[config.mk]
export PLATFORM = sky130hd
export DESIGN_NAME = thermal_watchdog
export DESIGN_NICKNAME = d
export VERILOG_FILES = /design/src/hdl/thermal_pkg.sv /design/src/hdl/alarm_if.sv /design/src/hdl/alarm_queue.sv /design/src/hdl/conv_sequencer.sv /design/src/hdl/thermal_watchdog.sv
export SDC_FILE = /design/constraint.sdc
export NUM_CORES = 1
export LEC_CHECK = 0
export BUFFER_PORTS_ARGS = -buffer_cell sky130_fd_sc_hd__buf_2
export CORE_MARGIN = 2
export CORE_UTILIZATION = 62
export CTS_CLUSTER_DIAMETER = 150
export DETAILED_ROUTE_END_ITERATION = 8
export PLACE_DENSITY = 0.92
export SLEW_MARGIN = 20
export SYNTH_ARGS = -nofsm -noshare
export SYNTH_HDL_FRONTEND = slang
export SYNTH_SLANG_ARGS = --single-unit
[constraint.sdc]
create_clock -name clk -period 4.5 [get_ports clk]
set_input_delay 0.9 -clock clk [delete_from_list [all_inputs] [get_ports clk]]
set_output_delay 0.9 -clock clk [all_outputs]
set_load 0.01 [all_outputs]
[src/hdl/thermal_pkg.sv]
package thermal_pkg;

   // ==========================================================
   // timing
   localparam int CLK_MHZ = 200;
   localparam int CONV_PERIOD_US = 100;
   localparam int CONV_PERIOD_CYCLES = CONV_PERIOD_US * CLK_MHZ;

   // ==========================================================
   // register pointers
   localparam logic [1:0] PTR_TEMP = 2'h0;
   localparam logic [1:0] PTR_SETUP = 2'h1;
   localparam logic [1:0] PTR_HYST = 2'h2;
   localparam logic [1:0] PTR_OVER = 2'h3;

   // ==========================================================
   // field layout
   localparam int TEMP_BITS = 11;
   localparam int LIMIT_BITS = 9;
   localparam int TEMP_PAD_BITS = 5;
   localparam int LIMIT_PAD_BITS = 7;
   localparam int LIMIT_FRAC_BITS = 2;
   localparam int SETUP_SHUTDOWN_BIT = 0;
   localparam int SETUP_LATCH_BIT = 1;
   localparam int SETUP_LEVEL_BIT = 2;
   localparam int SETUP_QUEUE_LSB = 3;
   localparam int SETUP_QUEUE_MSB = 4;

   // ==========================================================
   // reset values
   localparam logic [7:0] SETUP_RESET = 8'h00;
   localparam logic [10:0] TEMP_RESET = 11'h000;
   localparam logic [8:0] HYST_RESET = 9'h096;
   localparam logic [8:0] OVER_RESET = 9'h0A0;
   localparam logic [2:0] QUEUE_COUNT_MAX = 3'h5;

   // ==========================================================
   // conversion sequencer states
   typedef enum logic [1:0] {
      SEQ_WAIT = 2'b01,
      SEQ_BUSY = 2'b10
   } seq_state_t;

   function automatic logic [2:0] queue_depth(input logic [1:0] code);
      logic [2:0] depth;
      depth = 3'h1;
      unique case (code)
         2'h0: depth = 3'h1;
         2'h1: depth = 3'h2;
         2'h2: depth = 3'h4;
         2'h3: depth = 3'h6;
      endcase
      return depth;
   endfunction

endpackage

[src/hdl/alarm_if.sv]
// ==========================================================
// compare results into the fault queue and its verdict back
interface alarm_if;
   logic sample;
   logic over_limit;
   logic under_limit;
   logic [1:0] depth_code;
   logic tripped;
   logic changed;

   modport judge (
      output sample,
      output over_limit,
      output under_limit,
      output depth_code,
      input tripped,
      input changed
   );

   modport filter (
      input sample,
      input over_limit,
      input under_limit,
      input depth_code,
      output tripped,
      output changed
   );
endinterface

[src/hdl/alarm_queue.sv]
module alarm_queue (
   input wire logic clk,
   input wire logic resetn,
   alarm_if.filter link
);
   import thermal_pkg::*;

   logic [2:0] count_reg;
   logic [2:0] count_next;
   logic trip_reg;
   logic changed_reg;

   wire [2:0] depth = queue_depth(link.depth_code);
   wire toward = trip_reg ? link.under_limit : link.over_limit;
   wire [2:0] count_inc = count_reg + 3'h1;
   wire flip = link.sample && toward && (count_inc >= depth);

   assign count_next = !link.sample ? count_reg :
                       (!toward || flip) ? 3'h0 : count_inc;
   assign link.tripped = trip_reg;
   assign link.changed = changed_reg;

   always_ff @(posedge clk or negedge resetn) begin
      if (!resetn) begin
         count_reg <= 3'h0;
         trip_reg <= 1'b0;
         changed_reg <= 1'b0;
      end else begin
         count_reg <= count_next;
         trip_reg <= trip_reg ^ flip;
         changed_reg <= flip;
      end
   end

   AST_TRIP_ON_OVER: assert property (
      @(posedge clk) disable iff (!resetn)
      $rose(trip_reg) |-> $past(link.sample && link.over_limit))
      else $error("alarm tripped without an over-limit sample");

   AST_RELEASE_ON_UNDER: assert property (
      @(posedge clk) disable iff (!resetn)
      $fell(trip_reg) |-> $past(link.sample && link.under_limit))
      else $error("alarm released without an under-limit sample");

   AST_COUNT_BOUND: assert property (
      @(posedge clk) disable iff (!resetn)
      count_reg <= QUEUE_COUNT_MAX)
      else $error("fault queue count beyond deepest queue");
endmodule

[src/hdl/conv_sequencer.sv]
module conv_sequencer #(
   parameter int unsigned PERIOD_CYCLES = thermal_pkg::CONV_PERIOD_CYCLES
) (
   input wire logic clk,
   input wire logic resetn,
   input wire logic shutdown,
   input wire logic adc_done,
   output logic conv_start,
   output logic conv_done
);
   import thermal_pkg::*;

   seq_state_t state_reg;
   seq_state_t state_next;
   logic [31:0] wait_reg;
   logic [31:0] wait_next;
   logic start_reg;

   wire period_end = (wait_reg == 32'(PERIOD_CYCLES - 1));
   // launch held in shutdown
   // shutdown blocks the launch and holds the period count at zero; a running conversion finishes
   wire launch = (state_reg == SEQ_WAIT) && period_end && !shutdown;

   assign wait_next = (launch || shutdown || state_reg == SEQ_BUSY) ?
                      32'h0 : wait_reg + 32'h1;
   assign conv_done = (state_reg == SEQ_BUSY) && adc_done;
   assign conv_start = start_reg;

   always_comb begin
      state_next = state_reg;
      unique case (state_reg)
         SEQ_WAIT: if (launch) state_next = SEQ_BUSY;
         SEQ_BUSY: if (adc_done) state_next = SEQ_WAIT;
         default: state_next = SEQ_WAIT;
      endcase
   end

   always_ff @(posedge clk or negedge resetn) begin
      if (!resetn) begin
         state_reg <= SEQ_WAIT;
         wait_reg <= 32'h0;
         start_reg <= 1'b0;
      end else begin
         state_reg <= state_next;
         wait_reg <= wait_next;
         start_reg <= launch;
      end
   end

   AST_NO_START_IN_SHUTDOWN: assert property (
      @(posedge clk) disable iff (!resetn)
      conv_start |-> $past(!shutdown) ##1 !conv_start)
      else $error("conversion launched while shut down");
endmodule

[src/hdl/thermal_watchdog.sv]
// Notes on behaviour
// - temperature held as 11-bit signed eighths
// - result refreshed per conversion, writes ignored
// - result read returns all sixteen bits
// - five lowest result bits read zero
// - hysteresis limit: 9-bit signed half degrees
// - overheat limit: 9-bit signed half degrees
// - each fresh result compared with hysteresis
// - each fresh result compared with overheat
// - open-drain alarm active beyond limits
// - 8-bit read/write setup register
// - bits 4:3 pick trip count 1,2,4,6
// - bit 2 picks alarm active level
// - bit 1 picks interrupt or comparator
// - bit 0 selects shutdown
// - bits 7:5 reserved, read/write, reset zero
// - three strap inputs in bus address
module thermal_watchdog #(
   parameter int unsigned CONV_CYCLES = thermal_pkg::CONV_PERIOD_CYCLES,
   // arbitrary neutral value for the fixed address bits
   parameter logic [3:0] ADDR_HIGH = 4'h5
) (
   input wire logic clk,
   input wire logic resetn,
   input wire logic [2:0] addr_select,
   output logic [6:0] bus_address,
   input wire logic [1:0] reg_ptr,
   input wire logic reg_wr,
   input wire logic [15:0] reg_wdata,
   input wire logic reg_rd,
   output logic [15:0] reg_rdata,
   output logic reg_rvalid,
   output logic conv_start,
   input wire logic adc_done,
   input wire logic [thermal_pkg::TEMP_BITS-1:0] adc_result,
   output logic alarm_output_o,
   output logic alarm_output_oe,
   output logic alarm_active
);
   import thermal_pkg::*;

   // ==========================================================
   // state
   // signed eighths result
   logic [TEMP_BITS-1:0] temp_reg;
   logic [LIMIT_BITS-1:0] hyst_reg;
   logic [LIMIT_BITS-1:0] over_reg;
   logic [7:0] setup_reg;
   logic [15:0] rdata_reg;
   logic [15:0] rdata_next;
   logic rvalid_reg;
   logic irq_reg;
   logic irq_next;
   logic oe_reg;
   logic oe_next;
   logic [6:0] addr_reg;
   logic strap_done_reg;
   logic conv_done;

   alarm_if alarm ();

   // ==========================================================
   // setup fields
   wire shutdown = setup_reg[SETUP_SHUTDOWN_BIT];
   wire latch_mode = setup_reg[SETUP_LATCH_BIT];
   wire active_high = setup_reg[SETUP_LEVEL_BIT];
   wire [1:0] trip_code = setup_reg[SETUP_QUEUE_MSB:SETUP_QUEUE_LSB];

   // ==========================================================
   // register decode
   wire wr_hyst = reg_wr && (reg_ptr == PTR_HYST);
   wire wr_over = reg_wr && (reg_ptr == PTR_OVER);
   wire wr_setup = reg_wr && (reg_ptr == PTR_SETUP);

   // ==========================================================
   // conversion timing
   // shutdown gates launch
   conv_sequencer #(
      .PERIOD_CYCLES(CONV_CYCLES)
   ) u_seq (
      .clk(clk),
      .resetn(resetn),
      .shutdown(shutdown),
      .adc_done(adc_done),
      .conv_start(conv_start),
      .conv_done(conv_done)
   );

   // ==========================================================
   // limit comparison
   // limits carry two fewer fraction bits than the result
   wire [TEMP_BITS-1:0] over_wide = {over_reg, 2'b00};
   wire [TEMP_BITS-1:0] hyst_wide = {hyst_reg, 2'b00};
   wire over_hit = $signed(adc_result) > $signed(over_wide);
   wire under_hit = $signed(adc_result) < $signed(hyst_wide);

   assign alarm.sample = conv_done;
   assign alarm.over_limit = over_hit;
   assign alarm.under_limit = under_hit;
   assign alarm.depth_code = trip_code;

   alarm_queue u_queue (
      .clk(clk),
      .resetn(resetn),
      .link(alarm)
   );

   // ==========================================================
   // result register
   // refresh on conversion
   always_ff @(posedge clk or negedge resetn) begin
      if (!resetn) begin
         temp_reg <= TEMP_RESET;
      end else if (conv_done) begin
         temp_reg <= adc_result;
      end
   end

   // ==========================================================
   // limit and setup registers
   // hysteresis in half degrees
   always_ff @(posedge clk or negedge resetn) begin
      if (!resetn) begin
         hyst_reg <= HYST_RESET;
      end else if (wr_hyst) begin
         hyst_reg <= reg_wdata[15 -: LIMIT_BITS];
      end
   end

   always_ff @(posedge clk or negedge resetn) begin
      if (!resetn) begin
         over_reg <= OVER_RESET;
      end else if (wr_over) begin
         over_reg <= reg_wdata[15 -: LIMIT_BITS];
      end
   end

   always_ff @(posedge clk or negedge resetn) begin
      if (!resetn) begin
         setup_reg <= SETUP_RESET;
      end else if (wr_setup) begin
         setup_reg <= reg_wdata[7:0];
      end
   end

   // ==========================================================
   // read path
   // whole word latched in one edge so both bytes agree
   // low five result bits read zero; limits read seven low zero bits
   wire [15:0] temp_word = {temp_reg, {TEMP_PAD_BITS{1'b0}}};
   wire [15:0] hyst_word = {hyst_reg, {LIMIT_PAD_BITS{1'b0}}};
   wire [15:0] over_word = {over_reg, {LIMIT_PAD_BITS{1'b0}}};
   wire [15:0] setup_word = {8'h00, setup_reg};

   always_comb begin
      rdata_next = rdata_reg;
      if (reg_rd) begin
         unique case (reg_ptr)
            PTR_TEMP: rdata_next = temp_word;
            PTR_SETUP: rdata_next = setup_word;
            PTR_HYST: rdata_next = hyst_word;
            PTR_OVER: rdata_next = over_word;
         endcase
      end
   end

   always_ff @(posedge clk or negedge resetn) begin
      if (!resetn) begin
         rdata_reg <= 16'h0000;
         rvalid_reg <= 1'b0;
      end else begin
         rdata_reg <= rdata_next;
         rvalid_reg <= reg_rd;
      end
   end

   assign reg_rdata = rdata_reg;
   assign reg_rvalid = rvalid_reg;

   // ==========================================================
   // alarm output
   // read clears, new event wins
   assign irq_next = latch_mode &&
                     (alarm.changed || (irq_reg && !reg_rd));
   wire active_next = latch_mode ? irq_next : alarm.tripped;
   assign oe_next = active_high ? !active_next : active_next;

   always_ff @(posedge clk or negedge resetn) begin
      if (!resetn) begin
         irq_reg <= 1'b0;
         oe_reg <= 1'b0;
      end else begin
         irq_reg <= irq_next;
         oe_reg <= oe_next;
      end
   end

   assign alarm_output_o = 1'b0;
   assign alarm_output_oe = oe_reg;
   assign alarm_active = active_high ? !oe_reg : oe_reg;

   // ==========================================================
   // address straps
   // straps caught after reset release
   always_ff @(posedge clk or negedge resetn) begin
      if (!resetn) begin
         addr_reg <= 7'h00;
         strap_done_reg <= 1'b0;
      end else if (!strap_done_reg) begin
         addr_reg <= {ADDR_HIGH, addr_select};
         strap_done_reg <= 1'b1;
      end
   end

   assign bus_address = addr_reg;

   // ==========================================================
   // checks
   AST_TEMP_CAPTURE: assert property (
      @(posedge clk) disable iff (!resetn)
      conv_done |=> temp_reg == $past(adc_result))
      else $error("result not captured at conversion end");

   AST_TEMP_READ_ONLY: assert property (
      @(posedge clk) disable iff (!resetn)
      !conv_done |=> $stable(temp_reg))
      else $error("result changed without a conversion");

   AST_TEMP_WORD: assert property (
      @(posedge clk) disable iff (!resetn)
      (reg_rd && reg_ptr == PTR_TEMP) |=>
         reg_rvalid && reg_rdata[15:5] == $past(temp_reg))
      else $error("result read returned wrong word");

   AST_TEMP_LOW_ZERO: assert property (
      @(posedge clk) disable iff (!resetn)
      (reg_rd && reg_ptr == PTR_TEMP) |=> reg_rdata[4:0] == 5'h00)
      else $error("result low bits not zero");

   AST_HYST_WRITE: assert property (
      @(posedge clk) disable iff (!resetn)
      wr_hyst ##1 !wr_hyst ##1 (reg_rd && reg_ptr == PTR_HYST) |=>
         reg_rdata == {$past(reg_wdata[15:7], 3), 7'h00})
      else $error("hysteresis limit readback wrong");

   AST_OVER_WRITE: assert property (
      @(posedge clk) disable iff (!resetn)
      wr_over |=> over_reg == $past(reg_wdata[15:7]))
      else $error("overheat limit not written");

   AST_SETUP_READBACK: assert property (
      @(posedge clk) disable iff (!resetn)
      (reg_rd && reg_ptr == PTR_SETUP) |=>
         reg_rdata == {8'h00, $past(setup_reg)})
      else $error("setup readback wrong");

   AST_IRQ_CLEAR: assert property (
      @(posedge clk) disable iff (!resetn)
      (latch_mode && irq_reg && reg_rd && !alarm.changed) |=> !irq_reg)
      else $error("read did not clear latched alarm");

   AST_PIN_LEVEL: assert property (
      @(posedge clk) disable iff (!resetn)
      !latch_mode && !$changed(setup_reg) && !$changed(alarm.tripped)
      |=> alarm_output_oe == ($past(active_high) ^ $past(alarm.tripped)))
      else $error("alarm pin level does not follow polarity");

   AST_RESULT_NO_WRITE: assert property (
      @(posedge clk) disable iff (!resetn)
      (reg_wr && reg_ptr == PTR_TEMP && !conv_done) |=> $stable(temp_reg))
      else $error("result register took a bus write");

   AST_RVALID_ANSWER: assert property (
      @(posedge clk) disable iff (!resetn)
      reg_rd |=> reg_rvalid)
      else $error("read not answered in the next cycle");

   AST_RVALID_IDLE: assert property (
      @(posedge clk) disable iff (!resetn)
      !reg_rd |=> !reg_rvalid)
      else $error("read valid without a read");

   AST_RDATA_HOLD: assert property (
      @(posedge clk) disable iff (!resetn)
      !reg_rd |=> $stable(reg_rdata))
      else $error("read data moved without a read");

   AST_SETUP_WRITE: assert property (
      @(posedge clk) disable iff (!resetn)
      wr_setup |=> setup_reg == $past(reg_wdata[7:0]))
      else $error("setup byte not written");

   AST_SETUP_HOLD: assert property (
      @(posedge clk) disable iff (!resetn)
      !wr_setup |=> $stable(setup_reg))
      else $error("setup changed without a write");

   AST_HYST_HOLD: assert property (
      @(posedge clk) disable iff (!resetn)
      !wr_hyst |=> $stable(hyst_reg))
      else $error("hysteresis limit changed without a write");

   AST_OVER_HOLD: assert property (
      @(posedge clk) disable iff (!resetn)
      !wr_over |=> $stable(over_reg))
      else $error("overheat limit changed without a write");

   AST_STRAP_CAPTURE: assert property (
      @(posedge clk) disable iff (!resetn)
      !strap_done_reg |=> bus_address == {ADDR_HIGH, $past(addr_select)})
      else $error("bus address not taken from the straps");

   AST_STRAP_HOLD: assert property (
      @(posedge clk) disable iff (!resetn)
      strap_done_reg |=> $stable(bus_address))
      else $error("bus address moved after capture");

   AST_IRQ_SET: assert property (
      @(posedge clk) disable iff (!resetn)
      (latch_mode && alarm.changed) |=> irq_reg)
      else $error("queue change not latched in interrupt mode");

   AST_IRQ_IDLE: assert property (
      @(posedge clk) disable iff (!resetn)
      !latch_mode |=> !irq_reg)
      else $error("latched alarm set in comparator mode");

   AST_OVER_TRIP: assert property (
      @(posedge clk) disable iff (!resetn)
      (conv_done && !alarm.tripped && trip_code == 2'h0 &&
       $signed(adc_result) > $signed({over_reg, 2'b00})) |=>
         alarm.tripped)
      else $error("single over-limit result did not trip");

   AST_UNDER_RELEASE: assert property (
      @(posedge clk) disable iff (!resetn)
      (conv_done && alarm.tripped && trip_code == 2'h0 &&
       $signed(adc_result) < $signed({hyst_reg, 2'b00})) |=>
         !alarm.tripped)
      else $error("single under-limit result did not release");
endmodule
Word-level counts from Yosys, hierarchy flattened

Index checks and enable logic that the tools add are counted.

Register bits after elaboration: 101
Bits of input ports: 37
Output and inout port bits: 28
Word-level logic and storage cells: 66

$add $sub $neg: 2
$lt $le $gt $ge: 3
Equality and inequality tests: 11
Mux-type cells: 11
Bitwise logic cells: 1
Reductions and logical operators: 22

Operator list:

| cell                    | count |
|---|---|
| $pmux W16 S4            | 1 |
| $add A32 B1 Y32 const B | 1 |
| $eq A32 B15 Y1 const B  | 1 |
| $mux W32                | 1 |
| $pmux W3 S4             | 1 |
| $gt A11 B11 Y1          | 1 |
| $lt A11 B11 Y1          | 1 |
| $eq A2 B2 Y1 const B    | 5 |
| $logic_and A1 B1 Y1     | 10 |
| $eq A2 B1 Y1 const B    | 3 |
| $logic_not A1 Y1        | 5 |
| $logic_not A2 Y1        | 2 |
| $logic_or A1 B1 Y1      | 4 |
| $mux W1                 | 4 |
| $mux W2                 | 2 |
| $pmux W2 S2             | 1 |
| $add A3 B1 Y3 const B   | 1 |
| $ge A3 B3 Y1            | 1 |
| $mux W3                 | 1 |
| $ne A2 B1 Y1 const B    | 1 |
| $ne A2 B2 Y1 const B    | 1 |
| $reduce_and A2 Y1       | 1 |
| $xor A1 B1 Y1           | 1 |

Logic depth before layout (Yosys ltp)

Gate-level depths: netlist (run 1).

Depth after elaboration: 7
Depth in mapped cells: 8

Cells and area by module

From an unflattened synthesis (run 1), not the netlist that was laid out.

Cells, all modules: 475
Area total of the unflattened synthesis: 5230.0 sq um

Modules (own cells, without submodules):

| module           | times used | cells an instance | area each (sq um) |
|---|---|---|---|
| thermal_watchdog | 1          | 247               | 2946.6 |
| conv_sequencer   | 1          | 199               | 1989.4 |
| alarm_queue      | 1          | 29                | 294.0 |

Least setup slack after synthesis (run 1)

Ideal clock, no wire load.

Path kind: in2reg
Start point: input port adc_result[8] (netlist bit)
End point: register u_queue.count_reg[2]
Arrival time: 2534 ps
Required time: 4374 ps
Path slack: 1840 ps
Cell stages on the path: 7
Cells stage by stage: ha_1 -> a21o_1 -> a2111o_1 -> or2_1 -> o22ai_2 -> a21oi_1 -> a221o_1

Word-level cells in the longest chain between the ends: 6
Elaborated cells on any way between the ends: 8

Ends and longest elaborated chain:

| what                                                    | line                                           | RTL |
|---|---|---|
| from (decl)                                             | thermal_watchdog.sv:35                         | `input wire logic [thermal_pkg::TEMP_BITS-1:0] adc_result,` |
| $gt A11 B11 Y1 / $lt A11 B11 Y1 (equally long branches) | thermal_watchdog.sv:94, thermal_watchdog.sv:95 |  |
| $mux W1 *                                               | alarm_queue.sv:14                              | `wire toward = trip_reg ? link.under_limit : link.over_limit;` |
| $logic_and A1 B1 Y1 (2 in series)                       | alarm_queue.sv:16                              | `wire flip = link.sample && toward && (count_inc >= depth);` |
| $logic_or A1 B1 Y1 *                                    | alarm_queue.sv:19                              | `(!toward \|\| flip) ? 3'h0 : count_inc;` |
| $mux W3 *                                               | alarm_queue.sv:19                              |  |
| to (signal assigned)                                    | alarm_queue.sv:29                              | `count_reg <= count_next;` |
| to (decl)                                               | alarm_queue.sv:8                               | `logic [2:0] count_reg;` |

Mark *: on every way between the ends. The rest lies on a longest branch, timed or not.
A chain may end at the register's enable or synchronous reset.

Final worst setup path (run 1)

Start point: register u_seq.wait_reg[15]
End point: register u_seq.wait_reg[9]

Word-level cells in the longest chain between the ends: 6

Ends and longest elaborated chain:

| what                              | line                 | RTL |
|---|---|---|
| from (decl)                       | conv_sequencer.sv:15 | `logic [31:0] wait_reg;` |
| from (signal assigned)            | conv_sequencer.sv:45 | `wait_reg <= wait_next;` |
| $eq A32 B15 Y1                    | conv_sequencer.sv:19 | `wire period_end = (wait_reg == 32'(PERIOD_CYCLES - 1));` |
| $logic_and A1 B1 Y1 (2 in series) | conv_sequencer.sv:22 | `wire launch = (state_reg == SEQ_WAIT) && period_end && !shutdown;` |
| $logic_or A1 B1 Y1 (2 in series)  | conv_sequencer.sv:24 | `assign wait_next = (launch \|\| shutdown \|\| state_reg == SEQ_BUSY) ?` |
| $mux W32                          | conv_sequencer.sv:24 |  |
| named net u_seq.wait_next[9]      | conv_sequencer.sv:16 | `logic [31:0] wait_next;` |

The timed path passes the listed nets, and every way through them passes these cells.

==> results.env, run 1 <==
STATUS='finished clean'
INITIAL_DRC_COUNT=242
DRT_PASS1_ITERATIONS=5
TIMING.SETUP.TNS_PS=0
WORSTSETUPPATHTYPE='flop to flop'
CLOCK-ROOT-BUFFER='clkbuf_8'
CP_SLOWEST_CELL='nand2_1'
GRT_PASS1_VIAS=3726
FINAL_ANTENNA_NET_COUNT=0
CELL_AREA_AFTER_SYNTHESIS_SQ_MM=0.00499
POSTSYNTHCELLCOUNT=459
TOTAL_SWITCHING_POWER_uW=560
ENDPOINT_KIND='flop'
POSTSYNTHREGISTERBITS=101
HOLD-PATH-ENDPOINT='reg_rdata[1]'
HOLD_BUF_COUNT_CTS=0
CTS_TREE='built'
SLEW_HEADROOM_PCT=32.0
CRITICAL_PATH_DATA_ARRIVAL_TIME_PS=2850
ROUTE.DETAILED.WL_PER_INST_UM=17.5
MOST_USED_FLIP_FLOP_CELL_AFTER_SYNTHESIS='dfrtp_1'
INITIAL_CORE_UTILIZATION_PCT=64.2
PATH_DELAY_FAMILY='simple AND/OR/NAND/NOR gates'
SKEW_PS=7.69
MAXSLEWVIOLCOUNT=0
CLOCK_LATENCY_ON_THE_WORST_SKEW_PAIR_PS=360
COMB_PWR_SHARE_PCT=18.0
CRITPATHMAXSTAGEDELAY_PS=770
VDD_IR_DROP_MAX_mV=0.157
GRT.OVERFLOW.TOTAL=0
CTS-RESIZED-GATES=0
TIMING_WORST_SLEW_PIN_VALUE_PS=1020
FINALCRITPERIODSHARE_PCT=59.0
DIEAREA_SQ_MM=0.00878
P_LEAK_nW=2.67
CELLS_ALONG_THE_CRITICAL_PATH='nor4b_1 > nand4_1 > or4_1 > nand2_1 > nor2_1'
LARGEST_REG_FLOPS=32
POSTPLACECELLAREA_SQ_MM=0.00535
DR_TOTAL_VIAS=3723
ROWS=32
SYNTH_CELL_TYPES=54
TRITONCTS.NUM_BUFFERS=9
PWR-SHARE-CLK_PCT=27.2
YOSYSSEQAREASHARE_PCT=50.8
FF2FF_PATH_DEPTH=5
NUM_IO_PINS=65
REGTOREGSETUPSLACK_PS=1850
SEQUENTIALPOWERSHARE_PCT=54.9
FINALHOLDVIOLCOUNT=0
CRITICAL_PATH.N_BUFFERS_INVERTERS=0
WORSTREG2REGSTART='u_seq.wait_reg[15]'
DIEWIDTH_UM=93.7
FILLER_CELL_COUNT=525
GRT_FIRST_PASS_WIRELENGTH_UM=17800
FP.COREAREA_SQ_MM=0.00777
GPL.FINAL_WEIGHTED_CONGESTION=0.913
AVGSYNTHCELLAREA_SQ_UM=10.9
WORST_SETUP_PATH_STARTPOINT='u_seq.wait_reg[15]'
CLK_PIN_SLEW_WORST_PATHS_PS=90
HOLDCRITSTARTPOINT='reg_rdata[1]'
CLOCK_PATH_BUFFERS=2
ANTENNADIODECOUNT=0
INTPOWER_mW=1.38
DIE_HEIGHT_UM=93.7
PATH_MAX_FANOUT=30
DRC=0
WORST-ENDPOINT-REQUIRED_PS=4700
SYNTH_WARNINGS=0
CRIT-REG2REG-CAPTURE='u_seq.wait_reg[9]'
FIN_AREA_SQ_MM=0.00553
DETAILEDPLACEMENTHPWL_UM=7630
DETAIL_ROUTE.VIAS_PER_CELL=5.98
DRIVE_GT1_SHARE_PCT=25.3
CELLPOWERDENSITY_mW_PER_MM2=351
GLOBAL_ROUTE.USAGE.TOTAL_PCT=26.3
LAYOUT.NETS=575
TOTAL_SETUP_BUFFERS_INSERTED_AFTER_CTS=0
PORT-BUFFER-COUNT=61
CTS_H_TREE_DEPTH=3
FMAXACHIEVABLE_MHz=377
WORST_SETUP_PATH_START_KIND='flop'
ROUTED_WL_UM=10900
WORST_HOLD_PATH_TYPE='flop to flop'
HOLDPATHSTAGES=1
AREA_DELTA_SYNTH_FINAL_PCT=10.9
SYNTHARSTFLOPSHARE_PCT=100
UTILIZATION_PCT=71.2
POWER_SWITCHING_SHARE_PCT=28.9
GRT_MAX_DEGREE=78
CTS.SINK_COUNT=101
UNREPAIRED_SETUP_ENDPOINTS_AFTER_GLOBAL_ROUTING='no'
ANTENNA_FOUND_INITIAL=0
SYNTH-EDFF-COUNT=0
FINALCRITICALPERIOD_PS=2650
MAX_CAP_VIOL_COUNT=0
SETUP-VIOLATIONS-FINAL=0
==> layout make-up <==
class                      instances  area [sq um]  area share (%)
sequential                       101          2540            45.9
inverter                          29           109            1.97
multi-input combinational        313          2260            40.9
tap                              102           128            2.31
timing repair buffer              62           315            5.70
clock inverter                     3          20.0           0.362
clock buffer                      13           159            2.87
==> power by group through the flow <==
stage	logic, mW	registers (mW)	clock network [mW]
floorplan	0.217	1.07	0
global placement	0.323	1.07	0
detailed placement	0.343	1.08	0
CTS	0.349	1.06	0.538
global route	0.390	1.07	0.577
finish	0.349	1.06	0.527
==> synth_stat cells (all sizes together), types with 4 or more instances <==
cell type	n	area, sq um
a21oi	10	53.8
a221oi	9	78.8
and3	6	37.5
buf	8	50.1
clkbuf	10	37.5
dfrtp	94	2350
dfstp	7	184
ha	22	275
inv	29	109
mux2	40	450
nand2	27	104
nand2b	5	31.3
nand3	16	92.6
nand4	15	109
nor2	61	229
nor3	6	35.0
nor4	4	40.0
nor4b	4	50.1
o21ai	16	80.1
o2bb2ai	7	61.3
or3	4	25.0
xnor2	14	123
xor2	16	140
==> logic make-up (layout without fill, tap and decap cells) <==
family	after synthesis	in the layout	share of synthesized area [%]
flip-flops	101	101	50.8
XOR/XNOR	30	30	5.27
AO/OA/AOI/OAI	55	55	7.73
multiplexers	43	43	9.88
AND/OR/NAND/NOR	159	159	16.7
adder cells (fa/ha/maj)	22	22	5.52
other	2	4	0.151
buffers and inverters	47	107	3.94
==> per-layer routing <==
layer | vias to the layer above | track usage [%] | part of all wire, %
met5 | - | 0 | 0
met1 | 1831 | 34.2 | 42
li1 | 1711 | - | -
met2 | 160 | 43.0 | 49
met3 | 21 | 4.98 | 6.7
met4 | 0 | 12.1 | 2.1
==> cell usage in the layout, fill, tap and decap left out, types with 3 or more instances in the layout <==
cell type and instances:
dfrtp_1 94, nor2_1 61, buf_2 60, mux2_2 40, inv_1 29, nand2_1 26, ha_1 22, xor2_1 16
nand3_1 15, nand4_1 14, o21ai_0 14, xnor2_1 14, clkbuf_8 11, a21oi_1 9, a221oi_1 9, o2bb2ai_1 7
dfstp_2 7, and3_1 6, nor3_1 5, nand2b_1 5, or3_1 4, conb_1 4, nor4b_1 3, nor4_1 3
==> per-stage QoR <==
step	setup WS, ps	instances	total power, mW	hold slack (ps)
finish	1850	623	1.94	492
global route	1510	623	2.04	507
CTS	1830	623	1.95	496
detailed placement	1570	607	1.42	470
global placement	1630	607	1.39	460
floorplan	1840	461	1.29	445
==> worst max path at each step <==
stage / endpoint / slack (ps) / depth (start not counted)
finish: u_seq.wait_reg[9] / 1850 / 5
global route: u_seq.wait_reg[20] / 1510 / 5
CTS: u_seq.wait_reg[9] / 1830 / 5
detailed placement: u_queue.count_reg[2] / 1570 / 8
global placement: u_queue.count_reg[2] / 1630 / 8
floorplan: u_queue.count_reg[2] / 1840 / 7
Note: power is estimated with default switching activity, not from simulation.
==> run 2: changes to the inputs <==
- CORE_UTILIZATION: 62 -> 52
- PLACE_DENSITY: 0.92 -> 0.83
- clock period: 4.5 -> 2.4 ns (I/O delays scaled with it)
==> run 2 against run 1 <==
Compared with the run above:
- clock skew up 7.6 ps
- register-to-register slack worse by 1700 ps
- final area up 2.0%
- critical path depth up 3
- fmax up 16%
- power up 87%
- global-route usage down 5.5 points
- core utilization down 10 points
- critical endpoint is now u_queue.count_reg[2]
- largest cell class unchanged
==> results.env, run 2 (synthesis results as in run 1) <==
ENDPOINT_KIND='flop'
FILLER_CELL_COUNT=778
DETAIL_ROUTE.VIAS_PER_CELL=5.48
INITIAL_CORE_UTILIZATION_PCT=53.7
LAYOUT.NETS=581
GRT_FIRST_PASS_WIRELENGTH_UM=17000
UTILIZATION_PCT=60.7
CLK_PIN_SLEW_WORST_PATHS_PS=100
WORSTSETUPPATHTYPE='flop to flop'
FINALCRITPERIODSHARE_PCT=95.4
TIMING.SETUP.TNS_PS=0
DRT_PASS1_ITERATIONS=4
TRITONCTS.NUM_BUFFERS=9
DETAILEDPLACEMENTHPWL_UM=7390
FMAXACHIEVABLE_MHz=437
GRT_MAX_DEGREE=102
FINALCRITICALPERIOD_PS=2290
WORST_SETUP_PATH_START_KIND='flop'
DIE_HEIGHT_UM=102
MOSTFREQUENTLAYOUTCELLS='dfrtp_1, nor2_1, buf_2'
GLOBAL_ROUTE.USAGE.TOTAL_PCT=20.8
FP.COREAREA_SQ_MM=0.00928
LAYOUT_COMMONEST_CELL='dfrtp_1'
ANTENNA_FOUND_INITIAL=0
FINAL_ANTENNA_NET_COUNT=0
ROUTE.DETAILED.WL_PER_INST_UM=15.4
TIMING_WORST_SLEW_PIN_VALUE_PS=612
PORT-BUFFER-COUNT=61
FINALHOLDVIOLCOUNT=0
AREA_DELTA_SYNTH_FINAL_PCT=13.0
PATH_MAX_FANOUT=3
CLOCK-ROOT-BUFFER='clkbuf_8'
HOLD_BUF_COUNT_CTS=0
GRT.OVERFLOW.TOTAL=0
NUM_IO_PINS=65
GPL.FINAL_WEIGHTED_CONGESTION=0.932
LARGEST_REG_FLOPS=32
CTS.SINK_COUNT=101
MAX_CAP_VIOL_COUNT=0
MAXSLEWVIOLCOUNT=0
ANTENNADIODECOUNT=0
WORST_HOLD_PATH_TYPE='input port to asynchronous set/reset pin'
DR_TOTAL_VIAS=3593
SLEW_HEADROOM_PCT=59.1
CELLPOWERDENSITY_mW_PER_MM2=644
DIEAREA_SQ_MM=0.0104
GRT_PASS1_VIAS=3618
STATUS='finished clean'
DRIVE_GT1_SHARE_PCT=26.6
AREA_TAKEN_BY_MULTI_INPUT_LOGIC_GATES_SQ_MM=0.00227
CTS_H_TREE_DEPTH=3
SEQCELLAREA_SQ_MM=0.00254
CRITICAL_PATH_DATA_ARRIVAL_TIME_PS=2530
WORST-ENDPOINT-REQUIRED_PS=2640
CLOCK_PATH_BUFFERS=2
VDD_IR_DROP_MAX_mV=0.391
ROWS=35
SETUP-VIOLATIONS-FINAL=0
CLOCK_LATENCY_ON_THE_WORST_SKEW_PAIR_PS=360
P_LEAK_nW=2.72
DIEWIDTH_UM=102
DRC=0
CTS_TREE='built'
SKEW_PS=15.3
INITIAL_DRC_COUNT=245
ROUTED_WL_UM=10100
## run 2: changes by cell type in the layout (fill, tap and decap cells not counted), sizes merged
cell      delta
buf          +6
clkbuf       -1
clkinv       +2
clkinvlp     -1
## run 2: critical path: stages (launching register included)
cell and delay, ps:
dfstp_2 550, inv_1 40, ha_1 170, a21o_1 170, a2111o_1 420, or2_1 240, o22ai_2 150, a21oi_1 120
a221o_1 300
## run 2: metrics by stage
stage	instance area, sq um	cells	worst slack, ps	power, mW	hold slack, ps
finish	5640	656	111	3.63	160
global route	5640	656	-69.4	3.84	194
CTS	5630	656	101	3.66	196
detailed placement	5460	640	-60.1	2.68	469
global placement	5460	640	-33.3	2.64	464
floorplan	5000	461	160	2.41	184
## run 2: area by class of cell
cell class | count | area share [%]
Timing Repair Buffer | 68 | 6.83
Multi-Input combinational cell | 313 | 40.2
Tap cell | 129 | 2.86
Clock inverter | 4 | 0.399
Inverter | 29 | 1.93
Sequential cell | 101 | 45.0
Clock buffer | 12 | 2.75
## run 2: final timing paths
kind	start	to	slack (ps)	cells past startpoint
max	over_reg[5]	u_queue.count_reg[2]	110	8
min	resetn	reg_rdata[3]	160	2
max reg2reg	over_reg[5]	u_queue.count_reg[2]	110	8
min reg2reg	reg_rdata[2]	reg_rdata[2]	490	1
max in group asynchronous	resetn	hyst_reg[7]	1820	2
min in group clk	addr_select[2]	bus_address[2]	350	2
## run 2: where the power goes
part / internal [mW] / switching, mW
sequential: 1.87 / 0.122
combinational: 0.306 / 0.366
clock: 0.429 / 0.542
## run 2: timing repair
item	CTS	global route
gates resized for setup	0	1
buffers inserted	0	0
endpoints found under the setup margin	0	3
## run 2: per-layer routing
metal / global-route usage [%] / vias to the layer above / share of wire (%)
met5: 0 / - / 0
met4: 7.59 / 0 / 1.7
met3: 3.08 / 17 / 5.7
met2: 35.3 / 110 / 49
met1: 27.4 / 1749 / 44
li1: - / 1717 / -
